File: config.mk
export PLATFORM = sky130hd
export DESIGN_NAME = fso_top
export DESIGN_NICKNAME = d
export VERILOG_FILES = /design/src/rtl/fso_pkg.sv /design/src/rtl/fso_top.sv /design/src/rtl/fso_key_match.sv
export SDC_FILE = /design/constraint.sdc
export NUM_CORES = 1
export LEC_CHECK = 0
export BUFFER_PORTS_ARGS = -buffer_cell sky130_fd_sc_hd__buf_2
export CAP_MARGIN = 15
export CORE_AREA = 2 2 86 88
export DETAILED_ROUTE_END_ITERATION = 16
export DIE_AREA = 0 0 88 90
export PLACE_DENSITY = 0.84
export SLEW_MARGIN = 30
export SYNTH_ARGS = -nofsm -noshare
export SYNTH_HDL_FRONTEND = slang
export SYNTH_SLANG_ARGS = --single-unit
File: constraint.sdc
create_clock -name clk_sys -period 4.4 [get_ports clk_sys]
set_clock_uncertainty 0.05 [all_clocks]
set_input_delay 0.22 -clock clk_sys [delete_from_list [all_inputs] [get_ports clk_sys]]
set_output_delay 0.22 -clock clk_sys [all_outputs]
set_load 0.01 [all_outputs]
File: src/rtl/fso_pkg.sv
// Constants shared by the flash security and option block.
// Assumes an APB master with 32-bit data and a 16-bit byte address.
`default_nettype none

package fso_pkg;

  // ****************************************************************
  // Register indices and byte addresses
  // ****************************************************************
  localparam int           ADDR_W          = 16;
  localparam logic [15:0]  OPT_INDEX       = 16'h1821;
  localparam logic [15:0]  CFG_INDEX       = 16'h1823;
  localparam logic [15:0]  OPT_BYTE_ADDR   = 16'(OPT_INDEX * 4);
  localparam logic [15:0]  CFG_BYTE_ADDR   = 16'(CFG_INDEX * 4);

  // ****************************************************************
  // Field positions, masks and reset values
  // ****************************************************************
  localparam int           OPT_KEY_EN_BIT  = 7;
  localparam int           OPT_NORED_BIT   = 6;
  localparam logic [7:0]   OPT_READ_MASK   = 8'hC3;
  localparam logic [1:0]   CODE_UNSECURED  = 2'h2;
  localparam int           CFG_KEYSEL_BIT  = 5;
  localparam logic [7:0]   CFG_WRITE_MASK  = 8'hE0;
  localparam logic [7:0]   CFG_RESET       = 8'h00;

  // ****************************************************************
  // Backdoor key window
  // ****************************************************************
  localparam int           KEY_BYTES       = 8;
  localparam logic [15:0]  KEY_BASE_ADDR   = 16'hFFB0;
  localparam logic [15:0]  KEY_LAST_ADDR   = 16'hFFB7;

endpackage : fso_pkg

`default_nettype wire

File: src/rtl/fso_top.sv
// Flash option shadow, key-write configuration and security gating.
// Assumes an APB master on clk_sys and a processor write port on the same clock;
// the nonvolatile option byte and key are stable while reset is high.
//
// The APB interface to the registers was chosen for this implementation.
`timescale 1ns/1ps
`default_nettype none

module fso_top
  import fso_pkg::*;
(
  // Clock and reset
  input  wire logic              clk_sys,
  input  wire logic              reset,
  // APB slave
  input  wire logic              psel,
  input  wire logic              penable,
  input  wire logic              pwrite,
  input  wire logic [ADDR_W-1:0] paddr,
  input  wire logic [31:0]       pwdata,
  input  wire logic [3:0]        pstrb,
  output logic [31:0]            prdata,
  output logic                   pready,
  output logic                   pslverr,
  // Nonvolatile contents
  input  wire logic [7:0]        nvOptionByte,
  input  wire logic [63:0]       nvBackdoorKey,
  // Processor memory write port
  input  wire logic              memWrValid,
  input  wire logic [15:0]       memWrAddr,
  input  wire logic [7:0]        memWrData,
  input  wire logic              memWrFromDebug,
  // Flash command start
  output logic                   cmdStartPulse,
  output logic [15:0]            cmdStartAddr,
  output logic [7:0]             cmdStartData,
  // Blank check result
  input  wire logic              blankCheckErased,
  // Memory access gating
  input  wire logic              memAccReq,
  input  wire logic              memAccFromUnsecured,
  output logic                   memAccAllow,
  // Status
  output logic                   secure,
  output logic                   redirectDisable,
  output logic                   backdoorEnable
);

  // ****************************************************************
  // Registers
  // ****************************************************************
  logic [7:0] flashOptionShadow;
  logic [7:0] flashKeyConfig;
  logic       keyWriteSelect;
  logic       inKeyWindow;
  logic       keyStrobe;
  logic       keyMatch;
  logic       unlock;

  assign keyWriteSelect  = flashKeyConfig[CFG_KEYSEL_BIT];
  assign backdoorEnable  = flashOptionShadow[OPT_KEY_EN_BIT];
  assign redirectDisable = flashOptionShadow[OPT_NORED_BIT];
  assign secure          = (flashOptionShadow[1:0] != CODE_UNSECURED);

  // ****************************************************************
  // APB decode
  // ****************************************************************
  logic accessPhase;
  logic setupPhase;
  logic hitOpt;
  logic hitCfg;

  assign setupPhase  = psel && !penable;
  assign accessPhase = psel && penable;
  assign hitOpt      = (paddr == OPT_BYTE_ADDR);
  assign hitCfg      = (paddr == CFG_BYTE_ADDR);
  // Zero wait states; unmapped addresses answer with an error
  assign pready      = 1'b1;
  assign pslverr     = accessPhase && !(hitOpt || hitCfg);

  // Read data captured in the setup cycle so it comes from a flop
  always_ff @(posedge clk_sys)
  begin
    if (reset)
      prdata <= 32'h0000_0000;
    else if (setupPhase)
    begin
      if (hitOpt)
        prdata <= {24'h00_0000, flashOptionShadow & OPT_READ_MASK};
      else if (hitCfg)
        prdata <= {24'h00_0000, flashKeyConfig & CFG_WRITE_MASK};
      else
        prdata <= 32'h0000_0000;
    end
  end

  // ****************************************************************
  // Option shadow
  // ****************************************************************
  // No bus write path exists: settings change only through the NV byte and a reset, except the code bits, which unlock or a blank check set to unsecured
  always_ff @(posedge clk_sys)
  begin
    if (reset)
      flashOptionShadow <= nvOptionByte & OPT_READ_MASK;
    else if (unlock || blankCheckErased)
      flashOptionShadow[1:0] <= CODE_UNSECURED;
  end

  // ****************************************************************
  // Key configuration
  // ****************************************************************
  always_ff @(posedge clk_sys)
  begin
    if (reset)
      flashKeyConfig <= CFG_RESET;
    else if (accessPhase && pwrite && hitCfg && pstrb[0])
      flashKeyConfig <= pwdata[7:0] & CFG_WRITE_MASK;
  end

  // ****************************************************************
  // Key window steering
  // ****************************************************************
  assign inKeyWindow = memWrValid && (memWrAddr >= KEY_BASE_ADDR)
                       && (memWrAddr <= KEY_LAST_ADDR);
  // Debug-port writes never reach the comparator
  assign keyStrobe   = inKeyWindow && keyWriteSelect && !memWrFromDebug;

  always_ff @(posedge clk_sys)
  begin
    if (reset)
    begin
      cmdStartPulse <= 1'b0;
      cmdStartAddr  <= 16'h0000;
      cmdStartData  <= 8'h00;
    end
    else
    begin
      cmdStartPulse <= inKeyWindow && !keyWriteSelect;
      if (inKeyWindow && !keyWriteSelect)
      begin
        cmdStartAddr <= memWrAddr;
        cmdStartData <= memWrData;
      end
    end
  end

  fso_key_match #(
    .NUM_BYTES (KEY_BYTES)
  ) fso_key_match_i (
    .clk_sys    (clk_sys),
    .reset      (reset),
    .wrStrobe   (keyStrobe),
    .byteIdx    (memWrAddr[2:0]),
    .wrData     (memWrData),
    .keyValue   (nvBackdoorKey),
    .matchPulse (keyMatch)
  );

  // Unlock holds until reset because nothing else rewrites the code
  assign unlock = keyMatch && backdoorEnable;

  // ****************************************************************
  // Access gating
  // ****************************************************************
  assign memAccAllow = memAccReq && !(secure && memAccFromUnsecured);

endmodule : fso_top

`default_nettype wire

File: src/rtl/fso_key_match.sv
// Backdoor key comparator: counts eight key writes and flags a full match.
// Assumes writes arrive as one-cycle strobes on clk_sys, already filtered.
`timescale 1ns/1ps
`default_nettype none

module fso_key_match
  import fso_pkg::*;
#(
  parameter int NUM_BYTES = KEY_BYTES
)
(
  // Clock and reset
  input  wire logic                     clk_sys,
  input  wire logic                     reset,
  // Key write strobe
  input  wire logic                     wrStrobe,
  input  wire logic [$clog2(NUM_BYTES)-1:0] byteIdx,
  input  wire logic [7:0]               wrData,
  // Stored key, byte 0 in the low bits
  input  wire logic [NUM_BYTES*8-1:0]   keyValue,
  // Result
  output logic                          matchPulse
);

  localparam int IW = $clog2(NUM_BYTES);
  localparam logic [IW-1:0] LAST_IDX = IW'(NUM_BYTES - 1);

  logic [IW-1:0] expectIdx;
  logic          allOk;
  logic          byteHit;

  // A byte counts only at its own slot, so bytes must come in ascending order
  assign byteHit = (byteIdx == expectIdx) && (wrData == keyValue[byteIdx*8 +: 8]);

  always_ff @(posedge clk_sys)
  begin
    if (reset)
    begin
      expectIdx  <= '0;
      allOk      <= 1'b1;
      matchPulse <= 1'b0;
    end
    else
    begin
      matchPulse <= 1'b0;
      if (wrStrobe)
      begin
        if (expectIdx == LAST_IDX)
        begin
          // A failed attempt just rearms the comparator
          matchPulse <= allOk && byteHit;
          expectIdx  <= '0;
          allOk      <= 1'b1;
        end
        else
        begin
          expectIdx <= expectIdx + IW'(1);
          allOk     <= allOk && byteHit;
        end
      end
    end
  end

endmodule : fso_key_match

`default_nettype wire

### Yosys cells after proc, flatten, opt, wreduce, memory -nomap -nowiden

Index checks and enable logic that the tools add are counted.

* register bits: 69
* word-level logic and storage cells: 53

* add/subtract/negate cells: 1
* order comparisons: 2
* equal/unequal tests: 6
* shifts and indexed selects: 1
* muxes and demuxes: 6
* bitwise operators: 2
* reduce and logical (&&, ||, !) cells: 25

Operator list (number)
* $shiftx A64 B7 Y8: 1
* $eq A16 B15 Y1 const B: 2
* $ge A16 B16 Y1 const B: 1
* $le A16 B16 Y1 const B: 1
* $logic_and A1 B1 Y1: 16
* $mux W8: 2
* $eq A8 B8 Y1: 1
* $logic_not A1 Y1: 5
* $mux W2: 2
* $add A3 B1 Y3 const B: 1
* $eq A3 B3 Y1: 1
* $eq A3 B3 Y1 const B: 1
* $mux W3: 1
* $reduce_or A3 Y1: 1
* $logic_or A1 B1 Y1: 2
* $ne A2 B2 Y1 const B: 1
* $not A1 Y1: 2
* $reduce_bool A2 Y1: 1
* $mux W1: 1

### Depth between registers and ports, before layout

Gate-level depths: netlist of run 1.

* depth after elaboration: 7
* depth in mapped cells: 8
* gate-level depth less buffers: 6

### Hierarchy

From an unflattened synthesis of run 1, not the netlist that was laid out.

* cells, all modules: 272
* area, all modules: 2657.5 µm²

By module, submodules not included
* fso_top: instances 1, cells each 187, area each 1762.9 µm², sequential area each 780.7 µm²
* fso_key_match: instances 1, cells each 85, area each 894.6 µm², sequential area each 100.1 µm²

### Worst setup path before layout of run 1

No wires, ideal clock.

* kind: input -> register
* start point: input memWrAddr[2]
* end point: register fso_key_match_i.matchPulse
* arrival time: 1.542 ns
* setup slack: 2.720 ns
* stages: 8
* path through: buf_4 > buf_8 > mux2i_1 > a22o_1 > a221oi_1 > xnor2_1 > nand2_1 > nor4_2

* longest elaborated chain between the ends: 7
* elaborated cells between the ends (all ways): 13

RTL lines
* start, declared: RTL line fso_top.sv:30 `input wire logic [15:0] memWrAddr,`
* $ge A16 B16 Y1: RTL line fso_top.sv:123 `assign inKeyWindow = memWrValid && (memWrAddr >= KEY_BASE_ADDR)`
* $logic_and A1 B1 Y1: RTL line fso_top.sv:123
* $logic_and A1 B1 Y1: RTL line fso_top.sv:124 `&& (memWrAddr <= KEY_LAST_ADDR);`
* $logic_and A1 B1 Y1 (2 in a row): RTL line fso_top.sv:126 `assign keyStrobe = inKeyWindow && keyWriteSelect && !memWrFromDebug;`
* $not A1 Y1 (no source line)
* $reduce_or A3 Y1 (no source line)
* end signal, assigned: RTL line fso_key_match.sv:51 `matchPulse <= allOk && byteHit;`
* end, declared: RTL line fso_key_match.sv:22 `output logic matchPulse`

Several ways; a longest one is shown, not always the timed one.
A chain may end at the register's enable or synchronous reset.

### Worst setup path after layout of run 1

Ends and elaborated chain as after synthesis.

==> results of run 1 <==
per-stage QoR:
stage / cell area, sq um / total power, mW / hold WS, ns / std cells
floorplan: 2560 / 0.502 / 0.269 / 282
global placement: 3200 / 0.548 / 0.349 / 498
detailed placement: 3200 / 0.551 / 0.348 / 498
CTS: 3290 / 0.796 / 0.0425 / 506
global route: 3290 / 0.826 / 0.0361 / 506
finish: 3290 / 0.782 / 0.0538 / 506
metal layers:
metal,GRT usage [%],vias to the layer above,wire [microns]
met5,0,-,0
met4,3.59,0,72
met3,3.40,8,518
met2,29.8,136,3190
met1,16.2,1015,2430
li1,-,1147,-
power by group through the flow:
stage	Sequential [mW]	Combinational [mW]	Clock (mW)
6_report	0.391	0.150	0.241
5_1_grt	0.392	0.167	0.267
4_1_cts	0.391	0.151	0.253
3_5_place_dp	0.400	0.151	0
3_3_place_gp	0.401	0.147	0
2_1_floorplan	0.400	0.101	0
cells in the final DEF (no fill, tap or decap), types with 4 or more instances in the layout:
cell	Yosys	routed
edfxtp_1	4	4
mux2i_1	36	36
clkbuf_8	0	5
nor3b_1	4	4
conb_1	2	28
dfxtp_1	38	38
a21oi_1	7	7
nor2_1	45	45
nand2_1	9	9
xnor2_1	8	8
a221oi_1	5	5
buf_2	4	156
nand2b_1	4	4
area by class of cell:
cell class | instances | area, sq um
Multi-Input combinational cell | 199 | 1410
Tap cell | 99 | 124
Clock inverter | 2 | 13.8
Inverter | 1 | 3.75
Clock buffer | 6 | 72.6
Sequential cell | 42 | 881
Fill cell | 679 | 3730
Timing Repair Buffer | 157 | 788
sequential cells by signal, indices dropped and copies added, names as in the netlist:
register and count:
prdata 5, fso_key_match_i.matchPulse 1, fso_key_match_i.allOk 1, flashOptionShadow 4
cmdStartData 8, flashKeyConfig 3, fso_key_match_i.expectIdx 3, cmdStartPulse 1
cmdStartAddr 16
worst max-delay path, stage by stage:
cell and delay, ns:
buf_2 0.53, mux2i_1 0.17, a22o_1 0.25, a221oi_1 0.27, xnor2_1 0.16, nand4_1 0.14
nor4_2 0.29
cell families (layout without fill, tap and decap cells):
logic type                 count (synthesis)  after routing  share of synthesized area [%]
AOI/OAI and AO/OA                         21             21                           5.93
xor gates and xnor gates                  10             10                           3.55
adders and majority gates                  2              2                           1.01
buffers and inverters                     41            166                           11.6
DFF                                       42             42                           35.7
muxes                                     47             47                           22.8
other                                      2             28                          0.304
and+or+nand+nor                           91             91                           19.1
worst max path at each step:
stage,endpoint,from
final,fso_key_match_i.matchPulse$_SDFF_PP0_,memWrAddr[2]
after global routing,fso_key_match_i.matchPulse$_SDFF_PP0_,memWrAddr[2]
after CTS,fso_key_match_i.matchPulse$_SDFF_PP0_,memWrAddr[2]
after detailed placement,fso_key_match_i.matchPulse$_SDFF_PP0_,memWrAddr[2]
after global placement,cmdStartAddr[3]$_SDFFE_PP0P_,memWrAddr[6]
after floorplan,fso_key_match_i.matchPulse$_SDFF_PP0_,memWrAddr[2]
==> impl_metrics.ini, run 1 <==
[run_status]
status = finished clean

[sta]
finalCritPeriodShare_pct = 42.7
worst_slack_ns = 2.52
hold_viol_final = 0
max_freq_ghz = 0.532
rsz0062_at_grt = false
max-slew-margin-rel_pct = 50.0
setup_viol = 0
worstMarginPinSlew_ns = 0.749
fin_crit_ns = 1.88
drv_slew = 0
fin_setup_tns_ns = 0

[global_routing]
overflow = 0
grt_pass1_vias = 2197
antenna_found_initial = 0
grt_max_degree = 44
track_usage_pct = 15.4
grt_pass1_wl_microns = 9750

[power]
p_leak_nw = 1.64
power_frac_seq_pct = 50.1
share_comb_of_total_power_pct = 19.2
swShare_pct = 25.8
cellPowerDensity_nw_per_um2 = 238
p_int_mw = 0.580
power_frac_clock_pct = 30.8
ir_worst_vdd_v = 0.000105
power_switching_mw = 0.202

[die]
fp.dieH_microns = 90
dieArea_sq_um = 7920
num_rows = 31
start_util_pct = 35.1
die_width_microns = 88
coreArea_sq_um = 7020
ioPinCount = 221

[cells_and_area]
area_growth_pct = 33.3
layout.nets = 566
drive_above_1_share_pct = 43.0
final_core_utilization_pct = 46.8
insertedDiodeCount = 0

[placed_design]
dp_worst_setup_slack_ns = 2.18
io_buffers = 156
gp_congestion = 0.771
dp_hpwl_microns = 5250

[min_path]
min_to = flashOptionShadow[6]$_DFFE_PP_
min_from = nvOptionByte[6]
whs_path_depth = 1
hold_class = input pin to register

[setup_path]
r2r_end = fso_key_match_i.matchPulse$_SDFF_PP0_
r2r_start = flashKeyConfig[5]$_SDFFE_PP0P_
cp-end-kind = register
arrival_ns = 2.04
start_kind = input pin
critPathKind = input pin to register
crit_fanout = 28
reg2reg_depth = 3
rrSetupSlack_ns = 2.83
cp.required_ns = 4.56

[yosys]
ys_warn_count = 0
yosys-top-cells-area = dfxtp_1 31%, mux2i_1 15%, buf_4 8.8%
synth_common_cells = 45 x nor2_1, 38 x dfxtp_1, 36 x mux2i_1
syn_inst = 256
synthFlopType = dfxtp_1
syn_area_per_cell_sq_um = 9.64
yosysTopAreaCellShare_pct = 30.8
synth_edf_count = 4
ys_ff_latch = 42
synth.distinct_cells = 46
async_flop_share_pct = 0
syn_area_sq_um = 2470
yosysSeqAreaShare_pct = 35.7
synth_top_area_cell = dfxtp_1
synth_most_common_cell = nor2_1

[clocking]
cts-hold-fix-buffers = 0
ctsRootBufferMaster = clkbuf_8
postCtsResizedCells = 0
cts_made_buffers = 5
postCtsSetupRepairBufs = 0
worstSkewPairLatency_ns = 0.29
cts.path.max_buffers = 2
cts_tree = done
clk_pin_slew_worst_paths_ns = 0.08
numClockSinks = 42
htreeDepth = 2

[flow_run]
cap_violations = 0

[drt]
vias = 2306
avgViaCountPerCell = 4.56
initialDrtViolationCount = 31
ant_nets = 0
remaining_drc_errors = 0
routed_wl_microns = 6210
wire_per_inst_microns = 12.3
first_pass_iters = 4
(Power assumes the default switching activity.)
==> inputs of run 2 (changes only) <==
--- a/config.mk
+++ b/config.mk
@@ -5,12 +5,13 @@
 export SDC_FILE = /design/constraint.sdc
 export NUM_CORES = 1
 export LEC_CHECK = 0
+export ABC_AREA = 1
 export BUFFER_PORTS_ARGS = -buffer_cell sky130_fd_sc_hd__buf_2
 export CAP_MARGIN = 15
-export CORE_AREA = 2 2 86 88
+export CORE_MARGIN = 2
+export CORE_UTILIZATION = 40
 export DETAILED_ROUTE_END_ITERATION = 16
-export DIE_AREA = 0 0 88 90
-export PLACE_DENSITY = 0.84
+export PLACE_DENSITY = 0.88
 export SLEW_MARGIN = 30
 export SYNTH_ARGS = -nofsm -noshare
 export SYNTH_HDL_FRONTEND = slang
==> constraint.sdc (replaced) <==
create_clock -name clk_sys -period 1.9 [get_ports clk_sys]
set_clock_uncertainty 0.05 [all_clocks]
set_input_delay 0.095 -clock clk_sys [delete_from_list [all_inputs] [get_ports clk_sys]]
set_output_delay 0.095 -clock clk_sys [all_outputs]
set_load 0.01 [all_outputs]
==> run 2 against run 1 <==
- setup slack worse by 2.1 ns
- final area up 11%
- clock power rose to 2.6 times the previous value
- sequential cell count unchanged
- routed wire length up 23%
- non-clock buffer count up 9
- first-iteration DRC count rose to 3.1 times the previous value
- critical path type is now input pin to output pin
- largest power group unchanged
==> impl_metrics.ini, run 2 <==
[cells_and_area]
postLayoutCellArea_sq_um = 3660
fin_cells = 698
layout.nets = 761
final_core_utilization_pct = 53.6
drive_above_1_share_pct = 29.6
largest_register_ffs = 16
reg_top3 = cmdStartAddr (16), cmdStartData (8), prdata (5)
top_register = cmdStartAddr
area_growth_pct = 29.7
layout.cells.most_common = buf_2
insertedDiodeCount = 0
layout_common_cells = 156 x buf_2, 108 x nand2_1, 73 x inv_1

[sta]
finalCritPeriodShare_pct = 76.0
hold_viol_final = 0
drv_slew = 0
fin_crit_ns = 1.44
setup_viol = 0
worst_slack_ns = 0.457
fin_hold_ws_ns = 0.0220
rsz0062_at_grt = false
max_freq_ghz = 0.693
fin_setup_tns_ns = 0

[clocking]
htreeDepth = 2
clk_pin_slew_worst_paths_ns = 0.08
cts.path.max_buffers = 2
cts_tree = done
ctsRootBufferMaster = clkbuf_8
worstSkewPairLatency_ns = 0.29
postCtsSetupRepairBufs = 0
cts_made_buffers = 5
numClockSinks = 42

[yosys]
synth.distinct_cells = 30
syn_inst = 448
ys_warn_count = 0
synth_edf_count = 4
yosysSeqAreaShare_pct = 31.2
syn_area_sq_um = 2820
ys_ff_latch = 42
synthFlopType = dfxtp_1
yosys-top-cells-area = dfxtp_1 27%, nand2_1 14%, inv_1 9.7%
synth_most_common_cell = nand2_1
synth_common_cells = 108 x nand2_1, 73 x inv_1, 54 x nor2_1
synth_top_area_cell = dfxtp_1
async_flop_share_pct = 0
yosysTopAreaCellShare_pct = 26.9
syn_area_per_cell_sq_um = 6.30

[setup_path]
cp_top_family = simple AND/OR/NAND/NOR gates
cp_slowest_stage_delay_ns = 0.31
cpMaxStageDelayCell = nor2_1
cp.required_ns = 1.75
critPathKind = input pin to output pin
cp-end-kind = output pin
reg2reg_depth = 4
arrival_ns = 1.30
crit_fanout = 5
cp_cell_sequence = buf_2 > nor2_1 > nand3b_1 > nor4_1 > nand2_1 > nor2_1 > nor3_1 > buf_2
cp.depth = 8
rrSetupSlack_ns = 0.50
start_kind = input pin
path_buf_inv = 2

[drt]
ant_nets = 0
wire_per_inst_microns = 10.9
routed_wl_microns = 7630
initialDrtViolationCount = 96
first_pass_iters = 4
vias = 3146
remaining_drc_errors = 0
avgViaCountPerCell = 4.51

[min_path]
hold_class = input pin to register
whs_path_depth = 2

[flow_run]
cap_violations = 0

[global_routing]
overflow = 0
grt_max_degree = 35
track_usage_pct = 19.1
antenna_found_initial = 0
grt_pass1_wl_microns = 11800
grt_pass1_vias = 2841

[placed_design]
placed_cell_area_sq_um = 3500
io_buffers = 156
gp_congestion = 0.866
dp_worst_setup_slack_ns = 0.276
place_inst = 684
dp_hpwl_microns = 6060

[power]
ir_worst_vdd_v = 0.000508
cellPowerDensity_nw_per_um2 = 538
power_mw = 1.97
p_leak_nw = 2.18

[run_status]
status = finished clean

[die]
num_rows = 30
dieArea_sq_um = 7750
ioPinCount = 221
die_width_microns = 88.0
fp.dieH_microns = 88.0
start_util_pct = 41.3
coreArea_sq_um = 6830
[run 2: path summary, 6_finish.rpt]
check                                                    start                                 end
worst min-delay path                           nvOptionByte[1]  flashOptionShadow[1]$_SDFFCE_PN1P_
worst min register to register    cmdStartAddr[3]$_SDFFE_PP0P_        cmdStartAddr[3]$_SDFFE_PP0P_
worst max-delay path                                  paddr[9]                             pslverr
worst max register to register  flashKeyConfig[5]$_SDFFE_PP0P_        cmdStartAddr[0]$_SDFFE_PP0P_
[run 2: worst reg2reg max path: cells and delay by family (launching register included)]
kind	cells	cell delay, ns
AOI/OAI and AO/OA	2	0.29
buffers and inverters	1	0.34
DFF	1	0.37
and+or+nand+nor	1	0.27
[run 2: layout make-up]
class | count | area (sq um)
clock buffer | 6 | 93.8
clock inverter | 2 | 10.0
fill | 675 | 3170
inverter | 75 | 289
multi-input combinational | 311 | 1400
sequential | 42 | 881
tap | 96 | 120
timing repair buffer | 166 | 871
[run 2: report_power, final]
part	switching [mW]	total [mW]	internal [mW]
clock network	0.302	0.636	0.334
registers	0.00720	0.913	0.906
logic	0.238	0.422	0.184
total	0.548	1.97	1.42
[run 2: repair_timing]
item                                   CTS  global route
resized for setup                        0             0
hold buffers                             6             0
endpoints found under the hold margin    6             0
[run 2: cells by family (layout without fill, tap and decap cells)]
logic type / count (synthesis) / count (layout) / share of synthesized area (%)
simple gates: 231 / 231 / 35.6
buf+inv: 121 / 249 / 22.8
compound gates: 49 / 49 / 8.95
flops: 42 / 42 / 31.2
fa+ha+maj: 2 / 2 / 0.886
other cells: 2 / 28 / 0.266
xor+xnor: 1 / 1 / 0.310
[run 2: layer usage]
layer | GRT usage [%] | vias up | wire (microns) | share of wire (%)
met5 | 0 | - | 0 | 0
met1 | 20.7 | 1368 | 2970 | 39
met2 | 36.9 | 125 | 3960 | 52
met4 | 6.20 | 0 | 214 | 2.8
li1 | - | 1632 | - | -
met3 | 3.68 | 21 | 484 | 6.3
